==> src/hw/lbrd_pkg.sv <==
/*
  Shared constants and types for the local buffer read stage: message tags,
  read mode field layout, queue depth and the packed state record.
  Assumes one 25 MHz clock domain shared with all neighbouring pipeline units.
*/
package lbrd_pkg;
  // ------------------------------------------------------------------
  // widths
  // ------------------------------------------------------------------
  localparam int TAG_W   = 9;   // message tag field
  localparam int DATA_W  = 32;  // input message data field
  localparam int ODATA_W = 52;  // widened output data field
  localparam int ADDR_W  = 24;  // local buffer pixel address
  localparam int MQ_DEPTH = 8;  // message queue slots
  localparam int MQ_AW    = 3;  // message queue pointer width
  localparam int MQ_ENT_W = 45; // {msg_type, src_en, dest_en, tag, data}

  // ------------------------------------------------------------------
  // message tags (input group, walk group, output group)
  // ------------------------------------------------------------------
  localparam logic [8:0] TAG_READ_MODE   = 9'h0D0; // local_read_mode_msg
  localparam logic [8:0] TAG_READ_FORMAT = 9'h0D1; // local_read_format_msg
  localparam logic [8:0] TAG_SRC_OFFSET  = 9'h0D2; // source_to_dest_offset
  localparam logic [8:0] TAG_WIN_BASE    = 9'h0D3; // window_base_address
  localparam logic [8:0] TAG_PRERENDER   = 9'h010; // prerender_msg
  localparam logic [8:0] TAG_ACTIVE_STEP = 9'h011; // active_walk_step_msg
  localparam logic [8:0] TAG_DEST_DATA   = 9'h0D8; // dest_fragment_data_msg
  localparam logic [8:0] TAG_SRC_DATA    = 9'h0D9; // source_fragment_data_msg
  localparam logic [8:0] TAG_STENCIL_UP  = 9'h0DA; // stencil_upload_msg
  localparam logic [8:0] TAG_DEPTH_UP    = 9'h0DB; // depth_upload_msg

  // ------------------------------------------------------------------
  // read mode register fields and data message types
  // ------------------------------------------------------------------
  localparam int MODE_DEST_BIT = 0;  // read_dest_enable
  localparam int MODE_SRC_BIT  = 1;  // read_src_enable
  localparam int MODE_TYPE_LO  = 2;  // data message type, 2 bits
  localparam logic [1:0] MSG_DEFAULT = 2'h0;
  localparam logic [1:0] MSG_STENCIL = 2'h1;
  localparam logic [1:0] MSG_DEPTH   = 2'h2;

  // internal read word layout: depth 31:0, stencil 39:32, frame 47:40, gid 51:48
  localparam int DEPTH_LO = 0;
  localparam int STEN_LO  = 32;
  localparam int FRAME_LO = 40;
  localparam int GID_LO   = 48;

  // reset values
  localparam logic [3:0]  RST_MODE   = 4'h0;
  localparam logic [23:0] RST_OFFSET = 24'h000000;
  localparam logic [23:0] RST_BASE   = 24'h000000;

  typedef enum logic [2:0] {IN_IDLE, IN_RA_HOLD, IN_RA_DEST, IN_RA_SRC, IN_WA, IN_MQ}
    lbrd_in_st_t;
  typedef enum logic [1:0] {OS_FIRST, OS_SECOND, OS_FWD} lbrd_out_st_t;

  typedef struct packed {
    lbrd_in_st_t                 in_st;
    logic [8:0]                  msg_tag;
    logic [31:0]                 msg_data;
    logic [23:0]                 dest_addr;
    logic [23:0]                 src_addr;
    logic [23:0]                 src_offset;
    logic [23:0]                 win_base;
    logic [3:0]                  read_mode;
    logic [31:0]                 read_format;
    logic [MQ_DEPTH-1:0][44:0]   mq_mem;
    logic [2:0]                  mq_wp;
    logic [2:0]                  mq_rp;
    logic [3:0]                  mq_cnt;
    lbrd_out_st_t                out_st;
    logic                        out_v;
    logic [8:0]                  out_tag;
    logic [51:0]                 out_data;
  } lbrd_state_t;
endpackage

==> src/hw/lbrd_stage.sv <==
/*
  Local buffer read stage: input half computes pixel addresses and feeds the
  read and write address queues, output half merges returned read words into
  the message stream ahead of the message that caused them.
  Assumes neighbours share i_mclk; every handoff is valid/ready.
*/
// Function
// register group messages load, never forwarded
// prerender pushes hold entry, queued enables cleared
// active step computes addresses; dest-only pushes dest
// source-only pushes source; none pushes nothing
// both enables: destination then source pushed
// every active step pushes dest write address
// active step queued with enables and type
// other messages queued with enables cleared
// 24-bit signed offset; dest equals source plus
// 24-bit window base used in address
// output waits room and read word
// dest-only default emits dest fragment data
// source-only default emits source fragment data
// stencil upload packs stencil, frame, owner
// depth upload carries zero-extended depth
// both reads: dest message then source message
// each read message pops one word
// original message forwarded after inserted data
// software sets upload mode, disables discards
// software rasterises destination, programs offset
// enables and type travel with message
// software drains reads before format change
// all handoffs stall, nothing dropped or duplicated
`timescale 1ns/10ps
module lbrd_stage (
  // clock and reset
  input  wire logic        i_mclk,
  input  wire logic        i_rst,
  // incoming message stream
  input  wire logic        i_in_valid,
  output logic             o_in_ready,
  input  wire logic [8:0]  i_in_tag,
  input  wire logic [31:0] i_in_data,
  // read address queue towards the buffer interface
  output logic             o_ra_valid,
  input  wire logic        i_ra_ready,
  output logic [23:0]      o_ra_addr,
  output logic             o_ra_hold,
  // write address queue towards the buffer interface
  output logic             o_wa_valid,
  input  wire logic        i_wa_ready,
  output logic [23:0]      o_wa_addr,
  // returned read words
  input  wire logic        i_rd_valid,
  output logic             o_rd_ready,
  input  wire logic [51:0] i_rd_data,
  // outgoing message stream
  output logic             o_out_valid,
  input  wire logic        i_out_ready,
  output logic [8:0]       o_out_tag,
  output logic [51:0]      o_out_data
);

  // ------------------------------------------------------------------
  // read message builder
  // ------------------------------------------------------------------
  // picks tag and packing for one returned word; a two-read pair always
  // uses the plain fragment messages whatever upload type is set
  function automatic logic [60:0] read_msg(input logic both, input logic second,
                                           input logic dest_en, input logic [1:0] mtype,
                                           input logic [51:0] word);
    logic [8:0]  tag;
    logic [51:0] dat;
    tag = lbrd_pkg::TAG_DEST_DATA;
    dat = word;
    if (both) begin
      tag = second ? lbrd_pkg::TAG_SRC_DATA : lbrd_pkg::TAG_DEST_DATA;
    end else if (mtype == lbrd_pkg::MSG_STENCIL) begin
      tag = lbrd_pkg::TAG_STENCIL_UP;
      dat = {32'h00000000, word[lbrd_pkg::GID_LO +: 4],
             word[lbrd_pkg::FRAME_LO +: 8], word[lbrd_pkg::STEN_LO +: 8]};
    end else if (mtype == lbrd_pkg::MSG_DEPTH) begin
      tag = lbrd_pkg::TAG_DEPTH_UP;
      dat = {20'h00000, word[lbrd_pkg::DEPTH_LO +: 32]};
    end else begin
      tag = dest_en ? lbrd_pkg::TAG_DEST_DATA : lbrd_pkg::TAG_SRC_DATA;
    end
    return {tag, dat};
  endfunction

  // ------------------------------------------------------------------
  // state and decode
  // ------------------------------------------------------------------
  lbrd_pkg::lbrd_state_t st_r;      // all registered state
  lbrd_pkg::lbrd_state_t st_nxt;    // its next value
  logic                  in_fire;   // input message taken
  logic                  is_reg;    // tag in the register group
  logic                  mq_full;   // message queue full
  logic                  mq_push;   // queue write this cycle
  logic                  mq_pop;    // queue read this cycle
  logic                  room;      // output register is free or next unit is ready
  logic                  rd_fire;   // read word consumed
  logic [44:0]           head;      // oldest queued message
  logic                  h_dest;    // head read_dest_enable
  logic                  h_src;     // head read_src_enable
  logic [1:0]            h_type;    // head data message type
  logic [60:0]           rmsg;      // built read message

  assign is_reg  = (i_in_tag == lbrd_pkg::TAG_READ_MODE) ||
                   (i_in_tag == lbrd_pkg::TAG_READ_FORMAT) ||
                   (i_in_tag == lbrd_pkg::TAG_SRC_OFFSET) ||
                   (i_in_tag == lbrd_pkg::TAG_WIN_BASE);
  assign mq_full = (st_r.mq_cnt == 4'(lbrd_pkg::MQ_DEPTH));
  assign head    = st_r.mq_mem[st_r.mq_rp];
  assign h_dest  = head[41];
  assign h_src   = head[42];
  assign h_type  = head[44:43];
  assign room    = !st_r.out_v || i_out_ready;

  // ------------------------------------------------------------------
  // handshake outputs
  // ------------------------------------------------------------------
  // ready/valid are decoded from state so a stalled neighbour simply holds us
  assign o_in_ready  = (st_r.in_st == lbrd_pkg::IN_IDLE);
  assign in_fire     = i_in_valid && o_in_ready;
  assign o_ra_valid  = (st_r.in_st == lbrd_pkg::IN_RA_HOLD) ||
                       (st_r.in_st == lbrd_pkg::IN_RA_DEST) ||
                       (st_r.in_st == lbrd_pkg::IN_RA_SRC);
  assign o_ra_hold   = (st_r.in_st == lbrd_pkg::IN_RA_HOLD);
  // address is don't-care on the hold entry; source is sent for it
  assign o_ra_addr   = (st_r.in_st == lbrd_pkg::IN_RA_DEST) ? st_r.dest_addr
                                                            : st_r.src_addr;
  assign o_wa_valid  = (st_r.in_st == lbrd_pkg::IN_WA);
  assign o_wa_addr   = st_r.dest_addr;
  assign mq_push     = (st_r.in_st == lbrd_pkg::IN_MQ) && !mq_full;
  assign o_out_valid = st_r.out_v;
  assign o_out_tag   = st_r.out_tag;
  assign o_out_data  = st_r.out_data;

  // read word taken only when a read-data message is built this cycle
  assign o_rd_ready = room && st_r.mq_cnt != 4'h0 &&
                      ((st_r.out_st == lbrd_pkg::OS_FIRST && (h_dest || h_src)) ||
                       st_r.out_st == lbrd_pkg::OS_SECOND);
  assign rd_fire    = o_rd_ready && i_rd_valid;
  assign mq_pop     = room && st_r.mq_cnt != 4'h0 &&
                      (st_r.out_st == lbrd_pkg::OS_FWD ||
                       (st_r.out_st == lbrd_pkg::OS_FIRST && !h_dest && !h_src));
  assign rmsg = read_msg(h_dest && h_src, st_r.out_st == lbrd_pkg::OS_SECOND,
                         h_dest, h_type, i_rd_data);

  // ------------------------------------------------------------------
  // next state
  // ------------------------------------------------------------------
  always_comb begin
    st_nxt = st_r;
    // input half
    unique case (st_r.in_st)
      lbrd_pkg::IN_IDLE: begin
        if (in_fire && is_reg) begin
          // register messages end here; nothing is queued
          unique case (i_in_tag)
            lbrd_pkg::TAG_READ_MODE:   st_nxt.read_mode   = i_in_data[3:0];
            lbrd_pkg::TAG_READ_FORMAT: st_nxt.read_format = i_in_data;
            lbrd_pkg::TAG_SRC_OFFSET:  st_nxt.src_offset  = i_in_data[23:0];
            default:                   st_nxt.win_base    = i_in_data[23:0];
          endcase
        end else if (in_fire) begin
          st_nxt.msg_tag  = i_in_tag;
          st_nxt.msg_data = i_in_data;
          if (i_in_tag == lbrd_pkg::TAG_PRERENDER) begin
            st_nxt.in_st = lbrd_pkg::IN_RA_HOLD;
          end else if (i_in_tag == lbrd_pkg::TAG_ACTIVE_STEP) begin
            // destination is rasterised; source sits one offset behind
            st_nxt.dest_addr = st_r.win_base + i_in_data[23:0];
            st_nxt.src_addr  = st_r.win_base + i_in_data[23:0] - st_r.src_offset;
            if (st_r.read_mode[lbrd_pkg::MODE_DEST_BIT]) begin
              st_nxt.in_st = lbrd_pkg::IN_RA_DEST;
            end else if (st_r.read_mode[lbrd_pkg::MODE_SRC_BIT]) begin
              st_nxt.in_st = lbrd_pkg::IN_RA_SRC;
            end else begin
              st_nxt.in_st = lbrd_pkg::IN_WA;
            end
          end else begin
            st_nxt.in_st = lbrd_pkg::IN_MQ;
          end
        end
      end
      lbrd_pkg::IN_RA_HOLD: begin
        if (i_ra_ready) st_nxt.in_st = lbrd_pkg::IN_MQ;
      end
      lbrd_pkg::IN_RA_DEST: begin
        if (i_ra_ready) begin
          st_nxt.in_st = st_r.read_mode[lbrd_pkg::MODE_SRC_BIT] ? lbrd_pkg::IN_RA_SRC
                                                                : lbrd_pkg::IN_WA;
        end
      end
      lbrd_pkg::IN_RA_SRC: begin
        if (i_ra_ready) st_nxt.in_st = lbrd_pkg::IN_WA;
      end
      lbrd_pkg::IN_WA: begin
        if (i_wa_ready) st_nxt.in_st = lbrd_pkg::IN_MQ;
      end
      lbrd_pkg::IN_MQ: begin
        if (mq_push) begin
          // mode bits ride with the message so later mode writes cannot
          // change how its reads are merged
          if (st_r.msg_tag == lbrd_pkg::TAG_ACTIVE_STEP) begin
            st_nxt.mq_mem[st_r.mq_wp] = {st_r.read_mode, st_r.msg_tag,
                                         st_r.msg_data};
          end else begin
            st_nxt.mq_mem[st_r.mq_wp] = {st_r.read_mode[3:2], 2'h0, st_r.msg_tag,
                                         st_r.msg_data};
          end
          st_nxt.mq_wp = st_r.mq_wp + 3'h1;
          st_nxt.in_st = lbrd_pkg::IN_IDLE;
        end
      end
      default: st_nxt.in_st = lbrd_pkg::IN_IDLE;
    endcase

    // output half: message register drains when the next unit is ready
    if (i_out_ready) st_nxt.out_v = 1'b0;
    if (rd_fire) begin
      st_nxt.out_v    = 1'b1;
      st_nxt.out_tag  = rmsg[60:52];
      st_nxt.out_data = rmsg[51:0];
      st_nxt.out_st   = (st_r.out_st == lbrd_pkg::OS_FIRST && h_dest && h_src) ?
                        lbrd_pkg::OS_SECOND : lbrd_pkg::OS_FWD;
    end else if (mq_pop) begin
      st_nxt.out_v    = 1'b1;
      st_nxt.out_tag  = head[40:32];
      st_nxt.out_data = {20'h00000, head[31:0]};
      st_nxt.out_st   = lbrd_pkg::OS_FIRST;
    end
    st_nxt.mq_rp  = st_r.mq_rp + {2'h0, mq_pop};
    st_nxt.mq_cnt = st_r.mq_cnt + {3'h0, mq_push} - {3'h0, mq_pop};
  end

  // ------------------------------------------------------------------
  // state register
  // ------------------------------------------------------------------
  always_ff @(posedge i_mclk or posedge i_rst) begin
    if (i_rst) begin
      st_r            <= '0;
      st_r.in_st      <= lbrd_pkg::IN_IDLE;
      st_r.out_st     <= lbrd_pkg::OS_FIRST;
      st_r.read_mode  <= lbrd_pkg::RST_MODE;
      st_r.src_offset <= lbrd_pkg::RST_OFFSET;
      st_r.win_base   <= lbrd_pkg::RST_BASE;
    end else begin
      st_r <= st_nxt;
    end
  end
endmodule

==> config.mk <==
export PLATFORM = sky130hd
export DESIGN_NAME = lbrd_stage
export DESIGN_NICKNAME = d
export VERILOG_FILES = /design/src/hw/lbrd_pkg.sv /design/src/hw/lbrd_stage.sv
export SDC_FILE = /design/constraint.sdc
export NUM_CORES = 1
export LEC_CHECK = 0
export BUFFER_PORTS_ARGS = -buffer_cell sky130_fd_sc_hd__buf_4
export CORE_AREA = 5 5 271 273
export CTS_BUF_LIST = sky130_fd_sc_hd__clkbuf_16
export CTS_CLUSTER_SIZE = 40
export DETAILED_ROUTE_END_ITERATION = 8
export DIE_AREA = 0 0 276 278
export PLACE_DENSITY = 0.56
export SYNTH_ARGS = -nofsm -noshare
export SYNTH_HDL_FRONTEND = slang
export SYNTH_SLANG_ARGS = --single-unit
==> constraint.sdc <==
create_clock -name i_mclk -period 43.8 [get_ports i_mclk]
set_input_delay 4.38 -clock i_mclk [delete_from_list [all_inputs] [get_ports i_mclk]]
set_output_delay 4.38 -clock i_mclk [all_outputs]
set_load 0.005 [all_outputs]
==> flow_metrics.py <==
metrics = {
    "logic_synthesis": {
        "ys_seq_area_share_pct": 51.5,
        "synth_area_leader_cell": "dfrtp_1",
        "synth_top_area_share_pct": 51.5,
        "yosys_warnings": 0,
        "async_reset_ff_share_pct": 100,
        "synth_cell_types": 70,
        "synthCells": 2214,
        "syn-cell-area_mm2": 0.0281,
        "synthTopCellsByCount": "578 x dfrtp_1, 395 x mux2_2, 273 x nand2_1, 90 x buf_4, 90 x mux4_2",
        "yosysMostFrequentCell": "dfrtp_1",
        "synth-seq-cells": 578,
        "ys.flop_type": "dfrtp_1",
        "syn_nets": 2374,
        "synth_edf_count": 0,
        "netlist_top_cells_area": "dfrtp_1 52%, mux2_2 16%, mux4_2 7.2%",
        "syn_area_per_cell_um2": 12.7,
    },
    "power": {
        "p_leak_uw": 0.0154,
        "power_density_mw_per_mm2": 63.0,
        "vdd_drop_max_mv": 0.0297,
    },
    "worst_setup_path": {
        "critPathBufInv": 2,
        "startpoint_type": "primary input",
        "crit_type": "primary input to output port",
        "cp_data_required_time_ps": 39420,
        "path_max_fanout": 5,
        "worstSetupPathDepth": 6,
        "crit_arrival_ps": 5240,
        "setup.worst_path.end_class": "output port",
        "crit_top_cell": "buf_4",
        "r2r_slack_ps": 39110,
        "regToRegStartpoint": "st_r[470]",
        "crit_slowest_cell": "a21oi_1",
        "critPathMaxStageDelay_ps": 350,
        "crit_family": "compound AO/OA/AOI/OAI gates",
        "path_cells": "buf_4, nor2b_1, a21oi_1, o21ai_2, nor2_1, buf_4",
        "r2r-end": "st_r[541]",
        "r2r_cells": 19,
    },
    "place": {
        "dp_hpwl_mm": 43.2,
        "dp_cells": 3182,
        "io_buffers": 214,
        "gp_congestion": 0.877,
    },
    "timing": {
        "slew_headroom_pct": 23.4,
        "finClkSkew_ps": 28.7,
        "max_slew.worst_pin.slew_ps": 1150,
        "period_needed_ps": 9620,
        "slew_violations": 0,
        "fin_tns_setup_ps": 0,
        "fin_crit_sh_pct": 22.0,
        "fmaxAchievable_mhz": 104,
        "setup_viol": 0,
        "rsz0062_at_grt": "false",
        "hold_violations": 0,
    },
    "clocking": {
        "cts_sinks": 578,
        "cts_tree": "built",
        "cts_setup_buffers": 0,
        "cts_resized": 0,
        "clock_path_buffers": 3,
        "cts-root-buf": "clkbuf_16",
        "clock_latency_ps": 600,
        "cts_max_level": 3,
        "cts_hold_buf": 0,
        "cts-buffers-inserted": 67,
        "clk_pin_slew_ps": 60,
    },
    "grt": {
        "antenna_found_initial": 2,
        "grt_pass1_vias": 18610,
        "grt_util_all_layers_pct": 17.9,
        "overflow": 0,
        "grt_pass1_wl_mm": 110,
        "grt_max_degree": 176,
    },
    "hold_path": {
        "min_path_cells": 2,
        "hp-class": "flop to flop",
    },
    "final_layout": {
        "drive_gt1_share_pct": 36.3,
        "nNetsFinal": 2461,
        "instances_no_fill": 3302,
        "area_delta_synth_final_pct": 14.0,
    },
    "floorplanning": {
        "start_util_pct": 39.6,
        "die_h_um": 278,
        "pin_count": 215,
        "dieArea_mm2": 0.0767,
        "die_w_um": 276,
        "num_rows": 98,
        "core-area_mm2": 0.0709,
    },
    "routing": {
        "firstDrtPassIters": 5,
        "routed.top_layer": "met4",
        "drc": 0,
        "wirelength_mm": 69.0,
        "first_iter_violations": 926,
        "viasPerCell": 5.27,
        "wl_met2_mm": 32.7,
        "drt-met1-wl_mm": 32.5,
        "wl_met3_mm": 2.51,
        "antenna_left": 0,
        "avgRoutedWirePerCell_um": 20.9,
        "via_count": 17398,
    },
    "run": {
        "maxCapViolations": 0,
    },
    "run_status": {
        "status": "completed",
    },
}
-- cells in the final DEF, fill, tap and decap left out, types with 5 or more instances in the layout --
master     count
clkinv_1      10
mux2i_1       63
a211oi_2      11
or3_1          6
clkinv_2      10
inv_1         65
buf_4        232
a21oi_1       51
o21bai_1       7
a211oi_1      10
o211ai_1      27
nand3_1        9
a22o_1        20
ha_1          57
xor2_1        19
nor2_1        55
nand4_1        7
mux4_2        90
nor2b_1        9
clkbuf_16     69
dfrtp_1      575
a21o_1        22
nor4_1         5
mux2_1        21
o21ai_0       52
mux2_2       395
nand2_1      269
o21ai_1       55
xnor2_1       27
nand2b_1       9
o21a_1         5
-- layout make-up --
type / instances / area [µm²]
multi-input cells: 1373 / 12300
repair buffers: 233 / 1760
well taps: 950 / 1190
diodes: 1 / 2.50
clock inverters: 50 / 354
flip-flops and latches: 578 / 14500
fillers: 6498 / 38900
clock buffers: 69 / 1730
inverters: 48 / 188
-- per-stage QoR --
step / instance area [µm²] / setup WS (ps) / hold slack (ps) / utilization [%] / total power [µW]
after floorplan: 28100 / 23250 / 440 / - / 1310
after global routing: 32000 / 34110 / 485 / 45.2 / 2140
after detailed placement: 29900 / 34180 / 460 / 42.2 / 1500
after CTS: 32000 / 34170 / 475 / 45.2 / 2050
final: 32000 / 34180 / 473 / 45.2 / 2020
after global placement: 29900 / 34240 / 452 / 42.2 / 1470
-- kinds of logic after synthesis --
| group | share of synthesized area (%) |
|---|---|
| compound gates | 6.84 |
| xor+xnor | 1.52 |
| fa+ha+maj | 2.75 |
| buf+inv | 4.96 |
| flops | 51.5 |
| mux | 26.3 |
| simple gates | 6.11 |
-- layer usage --
| layer | global-route usage [%] | vias up |
|---|---|---|
| met3 | 2.61 | 91 |
| li1 | - | 8006 |
| met2 | 29.0 | 346 |
| met1 | 25.5 | 8955 |
| met4 | 4.76 | 0 |
| met5 | 0 | - |
-- power breakdown --
part,internal [µW],switching (µW)
clock,310,224
combinational,344,261
sequential,715,163
-- worst reg2reg max path, cell delays in order (launching register included) --
cell and delay (ps):
dfrtp_1 380, ha_1 230, fa_1 420, a21o_1 190, a21oi_2 230, nor3_2 110
nor4_1 300, a21oi_1 140, a21o_1 200, a21oi_1 170, xnor2_1 200, ha_1 340
a21o_1 190, a221o_1 340, a21oi_1 220, a31oi_2 140, a21o_1 200, a21oi_1 190
xor3_1 330, o21ai_1 120
-- worst max-delay path by stage --
stage	slack (ps)	to	start
finish	34180	o_rd_ready	i_out_ready
detailed placement	34180	o_rd_ready	i_out_ready
global route	34110	o_rd_ready	i_out_ready
global placement	34240	o_rd_ready	i_out_ready
floorplan	23250	asynchronous set/reset pin	i_rst
CTS	34170	o_rd_ready	i_out_ready
Power figures use the tool's default switching activity.
